## src/hw/dtm_pkg.sv

```systemverilog
// Contract
// - While enabled and out of standby, convert enabled channels in a loop unaided
// - Each conversion yields one 8-bit reading per channel
// - Latest readings are readable at any time, also during conversions
// - Sleep input inactive halts conversion until active again and wake-up done
// - Registers keep their contents while conversion is halted by sleep
// - Three banks share a 16-entry space; bank-select register picks the bank
// - Low offsets are shared registers, upper offsets are per-bank channel registers
// - Bank select resets to bank 0
// - Compare reading to overheat, high, low limits; set matching status bit
// - Exceeded status bits stay set until software clears them
// - Channel alarm event bit set while its high or low bit is set
// - Channel overheat event bit set while its overheat bit is set
// - Shutdown output active only with shutdown enable and overheat status
// - Alarm output active only with alarm enable and high or low status
// - SYS_MGMT_INTERRUPT output active when any event bit and its SYS_MGMT_INTERRUPT route bit are set
// - IRQ output active when any event bit and its IRQ route bit are set
// - Shutdown indication is one combined output or one per sensor
// - Event bits: r1 alarm, r1 overheat, r2 alarm, r2 overheat, local alarm, local overheat
// - Writing 1 clears a write-one-to-clear bit; writing 0 leaves it
// - Readings and limits are 8-bit two's complement, one degree per LSB
// - Standby bit suspends conversion; registers stay accessible and retained
package dtm_pkg;
    localparam int NUM_CH = 3;
    localparam int EVT_WIDTH = 6;
    // Register indices; byte address is four times the index
    localparam logic [3:0] IDX_EVT_STATUS = 4'h0;
    localparam logic [3:0] IDX_SMI_ROUTE = 4'h2;
    localparam logic [3:0] IDX_IRQ_ROUTE = 4'h4;
    localparam logic [3:0] IDX_CONFIG = 4'h8;
    localparam logic [3:0] IDX_BANK_SEL = 4'h9;
    localparam logic [3:0] IDX_CH_CFG_STATUS = 4'hA;
    localparam logic [3:0] IDX_CH_READING = 4'hB;
    localparam logic [3:0] IDX_CH_HIGH = 4'hC;
    localparam logic [3:0] IDX_CH_LOW = 4'hD;
    localparam logic [3:0] IDX_CH_OVERHEAT = 4'hE;
    // Channel config/status fields
    localparam int CFG_ENABLE_BIT = 0;
    localparam int CFG_LOW_BIT = 1;
    localparam int CFG_HIGH_BIT = 2;
    localparam int CFG_OVER_BIT = 3;
    localparam int CFG_ALARM_EN_BIT = 4;
    localparam int CFG_SHUT_EN_BIT = 5;
    // Global config fields
    localparam int CONFIG_STANDBY_BIT = 0;
    localparam int CONFIG_COMBINED_BIT = 1;
    // Reset values
    localparam logic [7:0] RST_HIGH = 8'h7F;
    localparam logic [7:0] RST_LOW = 8'hC9;
    localparam logic [7:0] RST_OVERHEAT = 8'h7F;
    localparam logic [7:0] RST_READING = 8'h00;
    localparam logic [1:0] RST_CONFIG = 2'h0;
    localparam logic [1:0] RST_BANK = 2'h0;
    // Wake-up delay after sleep input returns active
    localparam int CLK_PERIOD_NS = 4;
    localparam int WAKE_TIME_NS = 1000;
    localparam int WAKE_CYCLES = (WAKE_TIME_NS + CLK_PERIOD_NS - 1) / CLK_PERIOD_NS;
endpackage : dtm_pkg

```

## src/hw/dtm_channel.sv

```systemverilog
`timescale 1ns/1ps
module dtm_channel (
    input wire logic clk_sys, // System clock
    input wire logic reset, // Sync reset, active high
    input wire logic resultValid, // New reading pulse
    input wire logic [7:0] resultData, // New reading
    input wire logic [7:0] highLimit, // High limit
    input wire logic [7:0] lowLimit, // Low limit
    input wire logic [7:0] overheatLimit, // Overheat limit
    input wire logic clearLow, // W1C strobe, low bit
    input wire logic clearHigh, // W1C strobe, high bit
    input wire logic clearOver, // W1C strobe, overheat bit
    output logic [7:0] reading, // Stored reading
    output logic lowExceeded, // Sticky low status
    output logic highExceeded, // Sticky high status
    output logic overExceeded // Sticky overheat status
);
    logic isLow;
    logic isHigh;
    logic isOver;

    // Signed compares on the newly converted value
    assign isLow = resultValid && ($signed(resultData) < $signed(lowLimit));
    assign isHigh = resultValid && ($signed(resultData) > $signed(highLimit));
    assign isOver = resultValid && ($signed(resultData) > $signed(overheatLimit));

    // Latest reading, overwritten only by a finished conversion
    always_ff @(posedge clk_sys) begin
        if (reset) begin
            reading <= dtm_pkg::RST_READING;
        end else if (resultValid) begin
            reading <= resultData;
        end
    end

    // Sticky status; a new hit wins over a clear in the same cycle
    always_ff @(posedge clk_sys) begin
        if (reset) begin
            lowExceeded <= 1'b0;
            highExceeded <= 1'b0;
            overExceeded <= 1'b0;
        end else begin
            lowExceeded <= isLow || (lowExceeded && !clearLow);
            highExceeded <= isHigh || (highExceeded && !clearHigh);
            overExceeded <= isOver || (overExceeded && !clearOver);
        end
    end
endmodule : dtm_channel

```

## src/hw/dtm_converter.sv

```systemverilog
`timescale 1ns/1ps
module dtm_converter #(
    parameter int NUM_CH = 3
) (
    input wire logic clk_sys, // System clock
    input wire logic reset, // Sync reset, active high
    input wire logic run, // Conversion allowed
    input wire logic [NUM_CH-1:0] chanEnable, // Per-channel enable
    input wire logic adcDone, // Converter done, async pin
    input wire logic [7:0] adcData, // Converter result, async pins
    output logic adcReq, // Conversion request
    output logic [1:0] adcSel, // Diode select
    output logic resultValid, // One-cycle result pulse
    output logic [1:0] resultChan, // Channel of result
    output logic [7:0] resultData // Result value
);
    typedef enum logic [2:0] {
        ST_IDLE = 3'b001,
        ST_CONVERT = 3'b010,
        ST_RELEASE = 3'b100
    } dtm_conv_state_t;

    dtm_conv_state_t state;
    logic doneMeta;
    logic doneSync;
    logic [7:0] dataMeta;
    logic [7:0] dataSync;
    logic [1:0] next_sel;

    assign next_sel = (adcSel == 2'(NUM_CH - 1)) ? 2'h0 : 2'(adcSel + 2'h1);

    // Two-stage synchronisers for the converter handshake and data
    always_ff @(posedge clk_sys) begin
        if (reset) begin
            doneMeta <= 1'b0;
            doneSync <= 1'b0;
            dataMeta <= 8'h00;
            dataSync <= 8'h00;
        end else begin
            doneMeta <= adcDone;
            doneSync <= doneMeta;
            dataMeta <= adcData;
            dataSync <= dataMeta;
        end
    end

    // Round-robin sequencer over enabled channels
    always_ff @(posedge clk_sys) begin
        if (reset) begin
            state <= ST_IDLE;
            adcReq <= 1'b0;
            adcSel <= 2'h0;
            resultValid <= 1'b0;
            resultChan <= 2'h0;
            resultData <= 8'h00;
        end else begin
            resultValid <= 1'b0;
            case (state)
                ST_IDLE: begin
                    if (run && !doneSync) begin
                        if (chanEnable[adcSel]) begin
                            adcReq <= 1'b1;
                            state <= ST_CONVERT;
                        end else begin
                            adcSel <= next_sel;
                        end
                    end
                end
                ST_CONVERT: begin
                    if (!run) begin
                        adcReq <= 1'b0;
                        state <= ST_RELEASE;
                    end else if (doneSync) begin
                        adcReq <= 1'b0;
                        resultValid <= 1'b1;
                        resultChan <= adcSel;
                        resultData <= dataSync;
                        state <= ST_RELEASE;
                    end
                end
                ST_RELEASE: begin
                    if (!doneSync) begin
                        adcSel <= next_sel;
                        state <= ST_IDLE;
                    end
                end
                default: begin
                    adcReq <= 1'b0;
                    state <= ST_IDLE;
                end
            endcase
        end
    end
endmodule : dtm_converter

```

## src/hw/dtm_top.sv

```systemverilog
// The APB slave port and the placing of the registers are this design's own decisions.
`timescale 1ns/1ps
module dtm_top (
    input wire logic clk_sys, // System clock, 250 MHz
    input wire logic reset, // Sync reset, active high
    input wire logic psel, // APB select
    input wire logic penable, // APB enable
    input wire logic pwrite, // APB write
    input wire logic [7:0] paddr, // APB byte address
    input wire logic [31:0] pwdata, // APB write data
    output logic [31:0] prdata, // APB read data
    output logic pready, // APB ready
    output logic pslverr, // APB error, unmapped access
    input wire logic sleepStateIn, // Sleep-state pin, high = active
    input wire logic adcDone, // Converter done pin
    input wire logic [7:0] adcData, // Converter result pins
    output logic adcReq, // Converter request
    output logic [1:0] adcSel, // Diode select
    output logic [2:0] overheatShutdownOut, // Shutdown, per sensor or combined
    output logic alarmOut, // Window alarm
    output logic sysMgmtInterrupt, // SYS_MGMT_INTERRUPT output
    output logic irqOut // IRQ output
);
    localparam int NCH = dtm_pkg::NUM_CH;
    localparam int EW = dtm_pkg::EVT_WIDTH;

    // Register state
    logic [EW-1:0] thermalEventStatus;
    logic [EW-1:0] thermalEventSmiRoute;
    logic [EW-1:0] thermalEventIrqRoute;
    logic [1:0] thermalConfig;
    logic [1:0] thermalBankSelect;
    logic [NCH-1:0] chEnable;
    logic [NCH-1:0] chAlarmEn;
    logic [NCH-1:0] chShutEn;
    logic [NCH-1:0] chLow;
    logic [NCH-1:0] chHigh;
    logic [NCH-1:0] chOver;

    // Per-channel limits and readings
    logic [7:0] channelTempHighLimit [NCH];
    logic [7:0] channelTempLowLimit [NCH];
    logic [7:0] channelOverheatLimit [NCH];
    logic [7:0] channelTempReading [NCH];

    // Sleep and wake-up
    logic sleepMeta;
    logic sleepSync;
    logic [7:0] wakeCount;
    logic awake;
    logic convRun;

    // Converter results
    logic resultValid;
    logic [1:0] resultChan;
    logic [7:0] resultData;

    // Bus decode
    logic access;
    logic wrTake;
    logic [3:0] idx;
    logic aligned;
    logic bankOk;
    logic [31:0] readValue;
    logic readHit;

    // Per-channel summaries
    logic [EW-1:0] next_events;
    logic [NCH-1:0] shutPerCh;
    logic [NCH-1:0] alarmPerCh;

    // Sleep pin synchroniser
    always_ff @(posedge clk_sys) begin
        if (reset) begin
            sleepMeta <= 1'b0;
            sleepSync <= 1'b0;
        end else begin
            sleepMeta <= sleepStateIn;
            sleepSync <= sleepMeta;
        end
    end

    // Wake-up sequence after the sleep input turns active again
    always_ff @(posedge clk_sys) begin
        if (reset) begin
            wakeCount <= 8'h00;
            awake <= 1'b0;
        end else if (!sleepSync) begin
            wakeCount <= 8'h00;
            awake <= 1'b0;
        end else if (!awake) begin
            // Count out the wake-up delay
            if (wakeCount == 8'(dtm_pkg::WAKE_CYCLES - 1)) begin
                awake <= 1'b1;
            end else begin
                wakeCount <= 8'(wakeCount + 8'h01);
            end
        end
    end

    // Registers are never reset by sleep, only halted
    assign convRun = awake && !thermalConfig[dtm_pkg::CONFIG_STANDBY_BIT];

    // Conversion sequencer
    dtm_converter #(
        .NUM_CH(NCH)
    ) u_conv (
        .clk_sys(clk_sys),
        .reset(reset),
        .run(convRun),
        .chanEnable(chEnable),
        .adcDone(adcDone),
        .adcData(adcData),
        .adcReq(adcReq),
        .adcSel(adcSel),
        .resultValid(resultValid),
        .resultChan(resultChan),
        .resultData(resultData)
    );

    // APB decode
    assign access = psel && penable;
    assign wrTake = access && pready && pwrite;

    // Word index, legal when aligned
    assign idx = paddr[5:2];
    assign aligned = (paddr[1:0] == 2'h0) && (paddr[7:6] == 2'h0);

    // Bank 3 selects no channel
    assign bankOk = thermalBankSelect < 2'(NCH);

    // Per-channel registers and limit logic
    genvar c;
    generate
        for (c = 0; c < NCH; c++) begin : g_ch
            logic bankWr;
            logic cfgWr;

            // Writes reach the selected bank
            assign bankWr = wrTake && aligned && (thermalBankSelect == 2'(c));
            assign cfgWr = bankWr && (idx == dtm_pkg::IDX_CH_CFG_STATUS);

            // Channel enables and output enables
            always_ff @(posedge clk_sys) begin
                if (reset) begin
                    chEnable[c] <= 1'b0;
                    chAlarmEn[c] <= 1'b0;
                    chShutEn[c] <= 1'b0;
                end else if (cfgWr) begin
                    chEnable[c] <= pwdata[dtm_pkg::CFG_ENABLE_BIT];
                    chAlarmEn[c] <= pwdata[dtm_pkg::CFG_ALARM_EN_BIT];
                    chShutEn[c] <= pwdata[dtm_pkg::CFG_SHUT_EN_BIT];
                end
            end

            // Limits, programmed per channel
            always_ff @(posedge clk_sys) begin
                if (reset) begin
                    channelTempHighLimit[c] <= dtm_pkg::RST_HIGH;
                    channelTempLowLimit[c] <= dtm_pkg::RST_LOW;
                    channelOverheatLimit[c] <= dtm_pkg::RST_OVERHEAT;
                end else if (bankWr) begin
                    if (idx == dtm_pkg::IDX_CH_HIGH) begin
                        channelTempHighLimit[c] <= pwdata[7:0];
                    end
                    if (idx == dtm_pkg::IDX_CH_LOW) begin
                        channelTempLowLimit[c] <= pwdata[7:0];
                    end
                    if (idx == dtm_pkg::IDX_CH_OVERHEAT) begin
                        channelOverheatLimit[c] <= pwdata[7:0];
                    end
                end
            end

            // Compare and sticky status
            dtm_channel u_chan (
                .clk_sys(clk_sys),
                .reset(reset),
                .resultValid(resultValid && resultChan == 2'(c)),
                .resultData(resultData),
                .highLimit(channelTempHighLimit[c]),
                .lowLimit(channelTempLowLimit[c]),
                .overheatLimit(channelOverheatLimit[c]),
                .clearLow(cfgWr && pwdata[dtm_pkg::CFG_LOW_BIT]),
                .clearHigh(cfgWr && pwdata[dtm_pkg::CFG_HIGH_BIT]),
                .clearOver(cfgWr && pwdata[dtm_pkg::CFG_OVER_BIT]),
                .reading(channelTempReading[c]),
                .lowExceeded(chLow[c]),
                .highExceeded(chHigh[c]),
                .overExceeded(chOver[c])
            );

            // Event pair: alarm at even bit, overheat at odd bit
            assign next_events[2*c] = chLow[c] || chHigh[c];
            assign next_events[2*c+1] = chOver[c];
            assign shutPerCh[c] = chShutEn[c] && chOver[c];
            assign alarmPerCh[c] = chAlarmEn[c] && (chLow[c] || chHigh[c]);
        end
    endgenerate

    // Shared control registers
    always_ff @(posedge clk_sys) begin
        if (reset) begin
            thermalEventSmiRoute <= '0;
            thermalEventIrqRoute <= '0;
            thermalConfig <= dtm_pkg::RST_CONFIG;
            thermalBankSelect <= dtm_pkg::RST_BANK;
        end else if (wrTake && aligned) begin
            case (idx)
                dtm_pkg::IDX_SMI_ROUTE: thermalEventSmiRoute <= pwdata[EW-1:0];
                dtm_pkg::IDX_IRQ_ROUTE: thermalEventIrqRoute <= pwdata[EW-1:0];
                dtm_pkg::IDX_CONFIG: thermalConfig <= pwdata[1:0];
                dtm_pkg::IDX_BANK_SEL: thermalBankSelect <= pwdata[1:0];
                default: begin
                end
            endcase
        end
    end

    // Read mux: shared low offsets, banked upper offsets
    always_comb begin
        readValue = 32'h0000_0000;
        readHit = aligned;
        case (idx)
            dtm_pkg::IDX_EVT_STATUS: readValue[EW-1:0] = thermalEventStatus;
            dtm_pkg::IDX_SMI_ROUTE: readValue[EW-1:0] = thermalEventSmiRoute;
            dtm_pkg::IDX_IRQ_ROUTE: readValue[EW-1:0] = thermalEventIrqRoute;
            dtm_pkg::IDX_CONFIG: readValue[1:0] = thermalConfig;
            dtm_pkg::IDX_BANK_SEL: readValue[1:0] = thermalBankSelect;
            dtm_pkg::IDX_CH_CFG_STATUS, dtm_pkg::IDX_CH_READING, dtm_pkg::IDX_CH_HIGH,
            dtm_pkg::IDX_CH_LOW, dtm_pkg::IDX_CH_OVERHEAT: begin
                // No channel behind bank 3
                if (!bankOk) begin
                    readHit = 1'b0;
                end else if (idx == dtm_pkg::IDX_CH_CFG_STATUS) begin
                    readValue[dtm_pkg::CFG_ENABLE_BIT] = chEnable[thermalBankSelect];
                    readValue[dtm_pkg::CFG_LOW_BIT] = chLow[thermalBankSelect];
                    readValue[dtm_pkg::CFG_HIGH_BIT] = chHigh[thermalBankSelect];
                    readValue[dtm_pkg::CFG_OVER_BIT] = chOver[thermalBankSelect];
                    readValue[dtm_pkg::CFG_ALARM_EN_BIT] = chAlarmEn[thermalBankSelect];
                    readValue[dtm_pkg::CFG_SHUT_EN_BIT] = chShutEn[thermalBankSelect];
                end else if (idx == dtm_pkg::IDX_CH_READING) begin
                    readValue[7:0] = channelTempReading[thermalBankSelect];
                end else if (idx == dtm_pkg::IDX_CH_HIGH) begin
                    readValue[7:0] = channelTempHighLimit[thermalBankSelect];
                end else if (idx == dtm_pkg::IDX_CH_LOW) begin
                    readValue[7:0] = channelTempLowLimit[thermalBankSelect];
                end else begin
                    readValue[7:0] = channelOverheatLimit[thermalBankSelect];
                end
            end
            default: readHit = 1'b0;
        endcase
    end

    // APB answer: one wait state, data and error from flops
    always_ff @(posedge clk_sys) begin
        if (reset) begin
            pready <= 1'b0;
            prdata <= 32'h0000_0000;
            pslverr <= 1'b0;
        end else begin
            pready <= access && !pready;
            // Latched in the first access cycle
            if (access && !pready) begin
                prdata <= (readHit && !pwrite) ? readValue : 32'h0000_0000;
                pslverr <= !readHit;
            end else begin
                prdata <= 32'h0000_0000;
                pslverr <= 1'b0;
            end
        end
    end

    // Event summary follows channel status
    always_ff @(posedge clk_sys) begin
        if (reset) begin
            thermalEventStatus <= '0;
        end else begin
            thermalEventStatus <= next_events;
        end
    end

    // System outputs
    always_ff @(posedge clk_sys) begin
        if (reset) begin
            overheatShutdownOut <= 3'h0;
            alarmOut <= 1'b0;
            sysMgmtInterrupt <= 1'b0;
            irqOut <= 1'b0;
        end else begin
            if (thermalConfig[dtm_pkg::CONFIG_COMBINED_BIT]) begin
                overheatShutdownOut <= {3{|shutPerCh}};
            end else begin
                overheatShutdownOut <= shutPerCh;
            end
            alarmOut <= |alarmPerCh;
            // Interrupts through route masks
            sysMgmtInterrupt <= |(thermalEventStatus & thermalEventSmiRoute);
            irqOut <= |(thermalEventStatus & thermalEventIrqRoute);
        end
    end
endmodule : dtm_top

```

## config.mk

```make
export PLATFORM = sky130hd
export DESIGN_NAME = dtm_top
export DESIGN_NICKNAME = d
export VERILOG_FILES = /design/src/hw/dtm_pkg.sv /design/src/hw/dtm_channel.sv /design/src/hw/dtm_converter.sv /design/src/hw/dtm_top.sv
export SDC_FILE = /design/constraint.sdc
export NUM_CORES = 1
export LEC_CHECK = 0
export ABC_AREA = 1
export BUFFER_PORTS_ARGS = -buffer_cell sky130_fd_sc_hd__buf_2
export CORE_MARGIN = 3
export CORE_UTILIZATION = 37
export CTS_CLUSTER_SIZE = 10
export DETAILED_ROUTE_END_ITERATION = 6
export PLACE_DENSITY = 0.66
export SYNTH_ARGS = -nofsm -noshare
export SYNTH_HDL_FRONTEND = slang
export SYNTH_SLANG_ARGS = --single-unit
export TNS_END_PERCENT = 1
```

## constraint.sdc

```tcl
create_clock -name clk_sys -period 6.1 [get_ports clk_sys]
set_input_delay 0.305 -clock clk_sys [delete_from_list [all_inputs] [get_ports clk_sys]]
set_output_delay 0.305 -clock clk_sys [all_outputs]
set_load 0.01 [all_outputs]
```

# After elaboration in Yosys (flattened, before gate mapping)
# Memories as Yosys holds them, arrays and structs flattened. A register that Yosys moved wholly into a read port is not among the register bits.
# Index checks and enable logic that the tools add are counted.
# classes
magnitude_cmp	13
n_reduce_logical	103
mux	93
eq_ne	23
add_sub_neg	2
bitwise_logic	22
# op_table
cell	count
$mux W8	14
$logic_and A1 B1 Y1	51
$gt A8 B8 Y1	6
$mux W1	47
$eq A4 B4 Y1 const B	7
$lt A8 B8 Y1	3
$mux W2	10
$mux W3	6
$reduce_or A6 Y1	3
$bmux W8 S2	1
$pmux W4 S4	1
$bmux W1 S2	7
$logic_not A1 Y1	14
$and A6 B6 Y6	2
$logic_or A1 B1 Y1	12
$mux W6	2
$pmux W2 S6	1
$reduce_and A4 Y1	3
$reduce_or A3 Y1	4
$not A1 Y1	10
$reduce_and A2 Y1	5
$reduce_or A5 Y1	2
$or A1 B1 Y1	9
$pmux W3 S3	1
other kinds (25)	35
# word_totals
mem_count	3
reg_bits	150
in_bits	55
output_inout_bits	43
word_cells	308
ram_bits	72
# memory_table
name	words	width	read_ports	rd_clocked_by_memory_dff	wr	line	text
channelOverheatLimit	3	8	4	1	3	dtm_top.sv:43	logic [7:0] channelOverheatLimit [NCH];
channelTempHighLimit	3	8	4	1	3	dtm_top.sv:41	logic [7:0] channelTempHighLimit [NCH];
channelTempLowLimit	3	8	4	1	3	dtm_top.sv:42	logic [7:0] channelTempLowLimit [NCH];

# Depth between registers and ports, before layout
# Gate-level depths: netlist of run 1.
# depth
word_depth	10
ltp_mapped	12
depth_no_buf	12

# Cells and area by module
# From an unflattened synthesis of run 1, not the netlist that was laid out.
# unflattened
cells_unflattened	1436
area_unflattened_um2	11010.6
# by_module_without_submodules
mod	area_per_inst_um2	n_inst	cells_per_inst	seq_area_each_um2
dtm_top	6628.9	1	809	3363.2
dtm_channel (g_ch[0].u_chan ...)	1048.5	2	156	220.2
dtm_converter	1239.9	1	160	700.7
dtm_channel (g_ch[1].u_chan)	1044.8	1	155	220.2

# Worst setup path before layout of run 1
# Ideal clock, no wire load.
# synth_timing
path_kind	flip-flop to flip-flop
startpoint	register pready
endpoint	memory channelOverheatLimit[0][0] (enable)
arrival_time_ps	1684
path_stages_with_launch	5
path_buffers	0
slack_ps	4032
setup_time_ps	384
cell_sequence	dfxtp_1 -> nand2_1 -> nor3_4 -> nand2_4 -> o21ai_0
# synth_rtl
element	line	text
start: declaration	dtm_top.sv:12	output logic pready,
start signal: assignment	dtm_top.sv:263	pready <= access && !pready;
end: declaration	dtm_top.sv:43	

==> results.yml, run 1 <==
status:
  status: "completed"
worst_setup_path:
  critical_path_arrival_ps: 2670
  r2r_slack_ps: 3490
  crit_fanout: 11
  cp-start-kind: "flop"
  end_kind: "flop"
  worstSetupPathType: "reg2reg"
  crit_required_ps: 6160
place:
  gp_congestion: 0.885
  portBuffers: 49
  place_hpwl_microns: 19800
global_routing:
  gr-total-overflow: 0
  grt_start_max_net_pins: 78
  grt_pass1_wl_microns: 44000
  grtUsageTotal_pct: 18.3
  first_global_vias: 8367
  antenna_found_initial: 0
timing:
  period_needed_ps: 2610
  finalSetupViolCount: 0
  hold_violations: 0
  relSlewSlack_pct: 18.3
  fmax_ghz: 0.383
  fin_setup_tns_ps: 0
  fin_hold_ws_ps: 45.8
  slew_viol_final: 0
  worstMarginPinSlew_ps: 1210
  fin_worst_skew_ps: 11.4
  period_share_pct: 42.8
  rsz0062_at_grt: "no"
pwr:
  vdd_drop_max_mv: 0.200
  intPower_uw: 2020
  power_density_nw_per_um2: 232
  leakage_uw: 0.00507
  seqPwrFrac_pct: 51.7
  comb_power_share_pct: 4.4
  power_frac_clock_pct: 43.9
  p_sw_share_pct: 24.8
  p_switching_uw: 667
cts:
  clk_pin_slew_ps: 80
  cts_resized: 0
  htree_levels: 4
  cts_tree: "yes"
  clockRootBuffer: "clkbuf_16"
  clock-sinks: 200
  clockBufferDepth: 2
  cts_hold_buf: 0
  clock_latency_ps: 450
  cts_buffers: 17
  cts_setup_buffers: 0
floorplanning:
  die-area_sq_um: 30200
  die_w_microns: 174
  die_h_microns: 174
  fp-row-count: 60
  io_pins: 98
  initial_core_util_pct: 38.2
  coreArea_sq_um: 27300
finish:
  n_antenna_cell: 0
  layout.nets: 1475
  final_common_cell: "nand2_1"
  area_delta_synth_final_pct: 11.0
  drive_gt1_share_pct: 9.03
  most-common-layout-cells: "nand2_1, inv_1, a21oi_1"
synth:
  synth_largest_area_cell: "dfxtp_1"
  synthCells: 1312
  ys_seq_area_share_pct: 45.3
  synth_area_sq_um: 10400
  synth-edff-count: 72
  yosys.area.top_type_share_pct: 24.6
  yosysUniqueCellTypes: 45
  async_reset_ff_share_pct: 0
  ys_warn_count: 0
  ys_ff_latch: 200
  synth_area_per_cell_sq_um: 7.95
  synth.area.top_cells: "dfxtp_1, edfxtp_1, nand2_1"
  synth_ff_type: "dfxtp_1"
route:
  wl_per_cell_microns: 16.0
  vias: 8806
  ant_nets: 0
  firstDrtPassIters: 6
  first_iter_violations: 769
  drc: 0
  viasPerCell: 5.08
  wl_microns: 27800
run:
  drv_cap: 0
hold_path:
  min_path_type: "in2reg"
-- area by class of cell --
class / count / area, sq um
clock inverters: 14 / 178
clock buffers: 18 / 439
inverters: 193 / 724
fillers: 2764 / 15800
flip-flops and latches: 200 / 4720
multi-input cells: 879 / 4730
well taps: 372 / 465
repair buffers: 58 / 313
-- logic make-up after synthesis --
logic type	share of synthesized area, %
buffers and inverters	10.2
other	0.0360
adder cells (fa/ha/maj)	8.52
XOR/XNOR	0.0840
AO/OA/AOI/OAI	15.6
AND/OR/NAND/NOR	20.3
flip-flops	45.3
-- stage by stage --
stage               power, uW  cells  util [%]  worst slack [ps]  instance area, sq um
finish                   2690   1734      42.3              3490                 11600
global route             2770   1734      42.3              3280                 11600
CTS                      2700   1734      42.3              3490                 11600
detailed placement       1540   1702      40.1              3290                 11000
global placement         1540   1702      40.1              3320                 11000
floorplan                1510   1335         -              4030                 10500
-- synthesized netlist by cell type (2+ instances only) --
cell / number
nand2_1: 262
inv_1: 178
a21oi_1: 130
dfxtp_1: 128
nor2_1: 118
o21ai_0: 108
edfxtp_1: 72
ha_1: 71
nand3_1: 40
clkbuf_1: 27
buf_4: 25
nand4_1: 14
nor3_1: 14
o211ai_1: 14
nor3_2: 10
o21ai_1: 10
o22ai_1: 9
inv_2: 8
buf_2: 7
clkinv_1: 7
nand3b_1: 6
nor4_1: 6
o21a_1: 6
a211oi_1: 5
nor2_4: 5
a221oi_1: 4
buf_1: 4
nand2_4: 3
o31a_1: 3
a31oi_1: 2
o221ai_1: 2
-- worst max-delay path, stage by stage (launching register included) --
cell	delay (ps)
dfxtp_1	330
inv_1	150
nand2_1	160
inv_1	400
nand2_4	180
o21ai_0	990
-- power by group through the flow --
| stage | clock network (uW) | logic (uW) | registers [uW] |
|---|---|---|---|
| 2_1_floorplan | 0 | 86.5 | 1420 |
| 3_3_place_gp | 0 | 114 | 1420 |
| 3_5_place_dp | 0 | 117 | 1420 |
| 4_1_cts | 1190 | 117 | 1390 |
| 5_1_grt | 1250 | 132 | 1390 |
| 6_report | 1180 | 118 | 1390 |
-- per-layer routing --
layer,vias to the layer above,GRT usage [%],part of all wire (%),wire length [microns]
li1,4385,-,-,-
met1,4052,24.4,45,12500
met2,308,29.4,45,12400
met3,61,3.33,7.2,2010
met4,0,7.71,3.4,941
met5,-,0,0,0
-- worst paths after layout --
path	cells after the start	from	endpoint
max	5	thermalBankSelect[0]	channelTempLowLimit[2][2]
min	3	adcData[6]	u_conv.dataMeta[6]
max reg2reg	5	thermalBankSelect[0]	channelTempLowLimit[2][2]
min reg2reg	2	u_conv.dataMeta[7]	u_conv.dataSync[7]
-- sequential cells by signal (all words and copies together), names as in the netlist, 6 cells and up, named ones only --
register,count
u_conv.dataSync,8
thermalEventIrqRoute,6
channelOverheatLimit,24
u_conv.resultData,8
wakeCount,8
prdata,8
g_ch.u_chan.reading,24
thermalEventSmiRoute,6
channelTempLowLimit,24
channelTempHighLimit,24
thermalEventStatus,6
u_conv.dataMeta,8
(Power assumes the default switching activity.)
==> run 2, diff against run 1 <==
Settings changed: ABC_AREA 1 to 0, PLACE_DENSITY 0.66 to 0.68.
Clock period 6.1 ns to 2.3 ns, I/O delays scaled along.
==> run 2 against run 1 <==
Net effect: non-clock buffer count grew 54; wire length grew 8.6%; register-to-register slack lost 3300 ps; die area grew 1.7%; critical path type unchanged; critical endpoint is now g_ch[1].u_chan.overExceeded.
==> results.yml, run 2 <==
status:
  status: "completed"
finish:
  nFillCells: 2667
  final_common_cell: "dfxtp_1"
  drive_gt1_share_pct: 16.1
  fin_cells: 1578
  area_delta_synth_final_pct: 14.8
  most-common-layout-cells: "dfxtp_1, nand2_1, nor2_1"
  layout.nets: 1313
place:
  gp_congestion: 0.967
  place_hpwl_microns: 21900
  placed_cells: 1536
  portBuffers: 49
hold_path:
  min_path_type: "in2reg"
  hold-path-endpoint: "pready"
  min_from: "psel"
  hold_depth: 3
worst_setup_path:
  reg2reg_to: "g_ch[1].u_chan.overExceeded"
  cpMaxStageDelayCell: "dfxtp_1"
  reg2regPathDepth: 4
  crit_buf_inv: 0
  crit_chain: "ha_1 > a2111oi_0 > a31oi_1 > a211o_1"
  crit_required_ps: 2640
  crit_fanout: 6
  critical_path_arrival_ps: 2480
  max_stage_delay_ps: 650
  cp-start-kind: "flop"
  regToRegStartpoint: "u_conv.resultData[6]"
  worstSetupPathType: "reg2reg"
  critPathTopFamily: "compound AO/OA/AOI/OAI gates"
  end_kind: "flop"
  r2r_slack_ps: 150
timing:
  worstMarginPinSlew_ps: 660
  relSlewSlack_pct: 54.9
  slew_viol_final: 0
  rsz0062_at_grt: "no"
  hold_violations: 0
  period_share_pct: 93.4
  finalSetupViolCount: 0
  fin_worst_skew_ps: 11.5
  fin_setup_tns_ps: 0
  fmax_ghz: 0.466
  period_needed_ps: 2150
synth:
  synth_ff_type: "dfxtp_1"
  synth_largest_area_cell: "dfxtp_1"
  ys_ff_latch: 200
  ys_warn_count: 0
  yosysUniqueCellTypes: 68
  synth-edff-count: 72
  synth.area.top_cells: "dfxtp_1, edfxtp_1, ha_1"
  synthCells: 1108
  synth_area_per_cell_sq_um: 9.58
  ys_seq_area_share_pct: 44.5
  synth_commonest_cells: "dfxtp_1, nand2_1, nor2_1, inv_1, edfxtp_1"
  yosys.area.top_type_share_pct: 24.1
  yosysMostFrequentCell: "dfxtp_1"
  async_reset_ff_share_pct: 0
  synth_area_sq_um: 10600
floorplanning:
  coreArea_sq_um: 28000
  fp-row-count: 61
  die-area_sq_um: 30800
  die_h_microns: 175
  die_w_microns: 175
  io_pins: 98
  initial_core_util_pct: 37.9
global_routing:
  grtUsageTotal_pct: 19.8
  gr-total-overflow: 0
  grt_start_max_net_pins: 42
  antenna_found_initial: 0
  first_global_vias: 8340
  grt_pass1_wl_microns: 46800
cts:
  cts_hold_buf: 10
  cts_buffers: 17
  cts_tree: "yes"
  clock-sinks: 200
  htree_levels: 4
  clock_latency_ps: 450
  cts_resized: 0
  clockRootBuffer: "clkbuf_16"
  clockBufferDepth: 2
  clk_pin_slew_ps: 80
  cts_setup_buffers: 0
route:
  drc: 0
  vias: 8610
  wl_microns: 30200
  viasPerCell: 5.46
  first_iter_violations: 786
  firstDrtPassIters: 7
  ant_nets: 0
  wl_per_cell_microns: 19.1
pwr:
  leakage_uw: 0.00509
  vdd_drop_max_mv: 0.500
  power_density_nw_per_um2: 579
run:
  drv_cap: 0
==> run 2: cell types whose count changed after synthesis, moves of 37 or more <==
cell	before	now
or2_2	1	38
o21ai_0	108	49
inv_1	178	78
mux2i_1	0	67
nor2b_1	0	38
nand2_1	262	91
a21oi_1	130	55
==> run 2: tightest hold or removal path, cell delays in order <==
cell,delay (ps)
buf_2,110
nand4bb_1,150
inv_1,50
==> run 2: through the flow <==
step / setup slack, ps / area (sq um) / util [%] / total power [uW] / hold slack, ps
finish: 152 / 12200 / 43.5 / 7050 / 20.5
global route: 103 / 12200 / 43.5 / 7260 / 28.7
CTS: 243 / 12200 / 43.5 / 7070 / 8.31
detailed placement: 69.2 / 11500 / 41.0 / 4100 / 328
global placement: 94.2 / 11500 / 41.0 / 4100 / 324
floorplan: 117 / 10700 / - / 3990 / 243
==> run 2: layout make-up <==
| class | instances | area (sq um) | share of cell area [%] |
|---|---|---|---|
| timing repair buffer | 112 | 796 | 6.53 |
| clock inverter | 11 | 124 | 1.02 |
| clock buffer | 20 | 468 | 3.84 |
| sequential | 200 | 4720 | 38.8 |
| antenna | 1 | 2.50 | 0.0205 |
| inverter | 79 | 297 | 2.43 |
| tap | 378 | 473 | 3.88 |
| multi-input combinational | 777 | 5300 | 43.5 |
==> run 2: routing by layer <==
metal	GRT usage (%)	up-vias	part of all wire [%]
li1	-	4060	-
met1	25.5	4119	42
met2	31.6	365	45
met3	4.95	66	8.4
met4	8.64	0	3.8
met5	0	-	0
==> run 2: worst max path at each step <==
stage / start / endpoint / slack [ps] / cells after the start
floorplan: paddr[1] / channelTempHighLimit[0][0] / 120 / 5
global placement: paddr[1] / channelOverheatLimit[2][4] / 90 / 6
detailed placement: paddr[1] / thermalEventSmiRoute[4] / 70 / 7
CTS: u_conv.resultData[6] / g_ch[1].u_chan.overExceeded / 240 / 4
global route: u_conv.resultData[1] / g_ch[0].u_chan.overExceeded / 100 / 6
finish: u_conv.resultData[6] / g_ch[1].u_chan.overExceeded / 150 / 4
==> run 2: power breakdown <==
| group | switching [uW] | internal (uW) |
|---|---|---|
| logic | 232 | 110 |
| clock network | 1480 | 1540 |
| registers | 14.0 | 3680 |
==> run 2: kinds of logic (layout without fill, tap and decap cells) <==
group | after synthesis | after routing | synth area share, %
AND/OR/NAND/NOR | 395 | 395 | 19.7
AO/OA/AOI/OAI | 204 | 204 | 12.4
flip-flops | 200 | 200 | 44.5
buffers and inverters | 154 | 222 | 6.40
multiplexers | 76 | 76 | 8.01
adder cells (fa/ha/maj) | 72 | 72 | 8.46
XOR/XNOR | 6 | 6 | 0.495
other | 1 | 25 | 0.0353
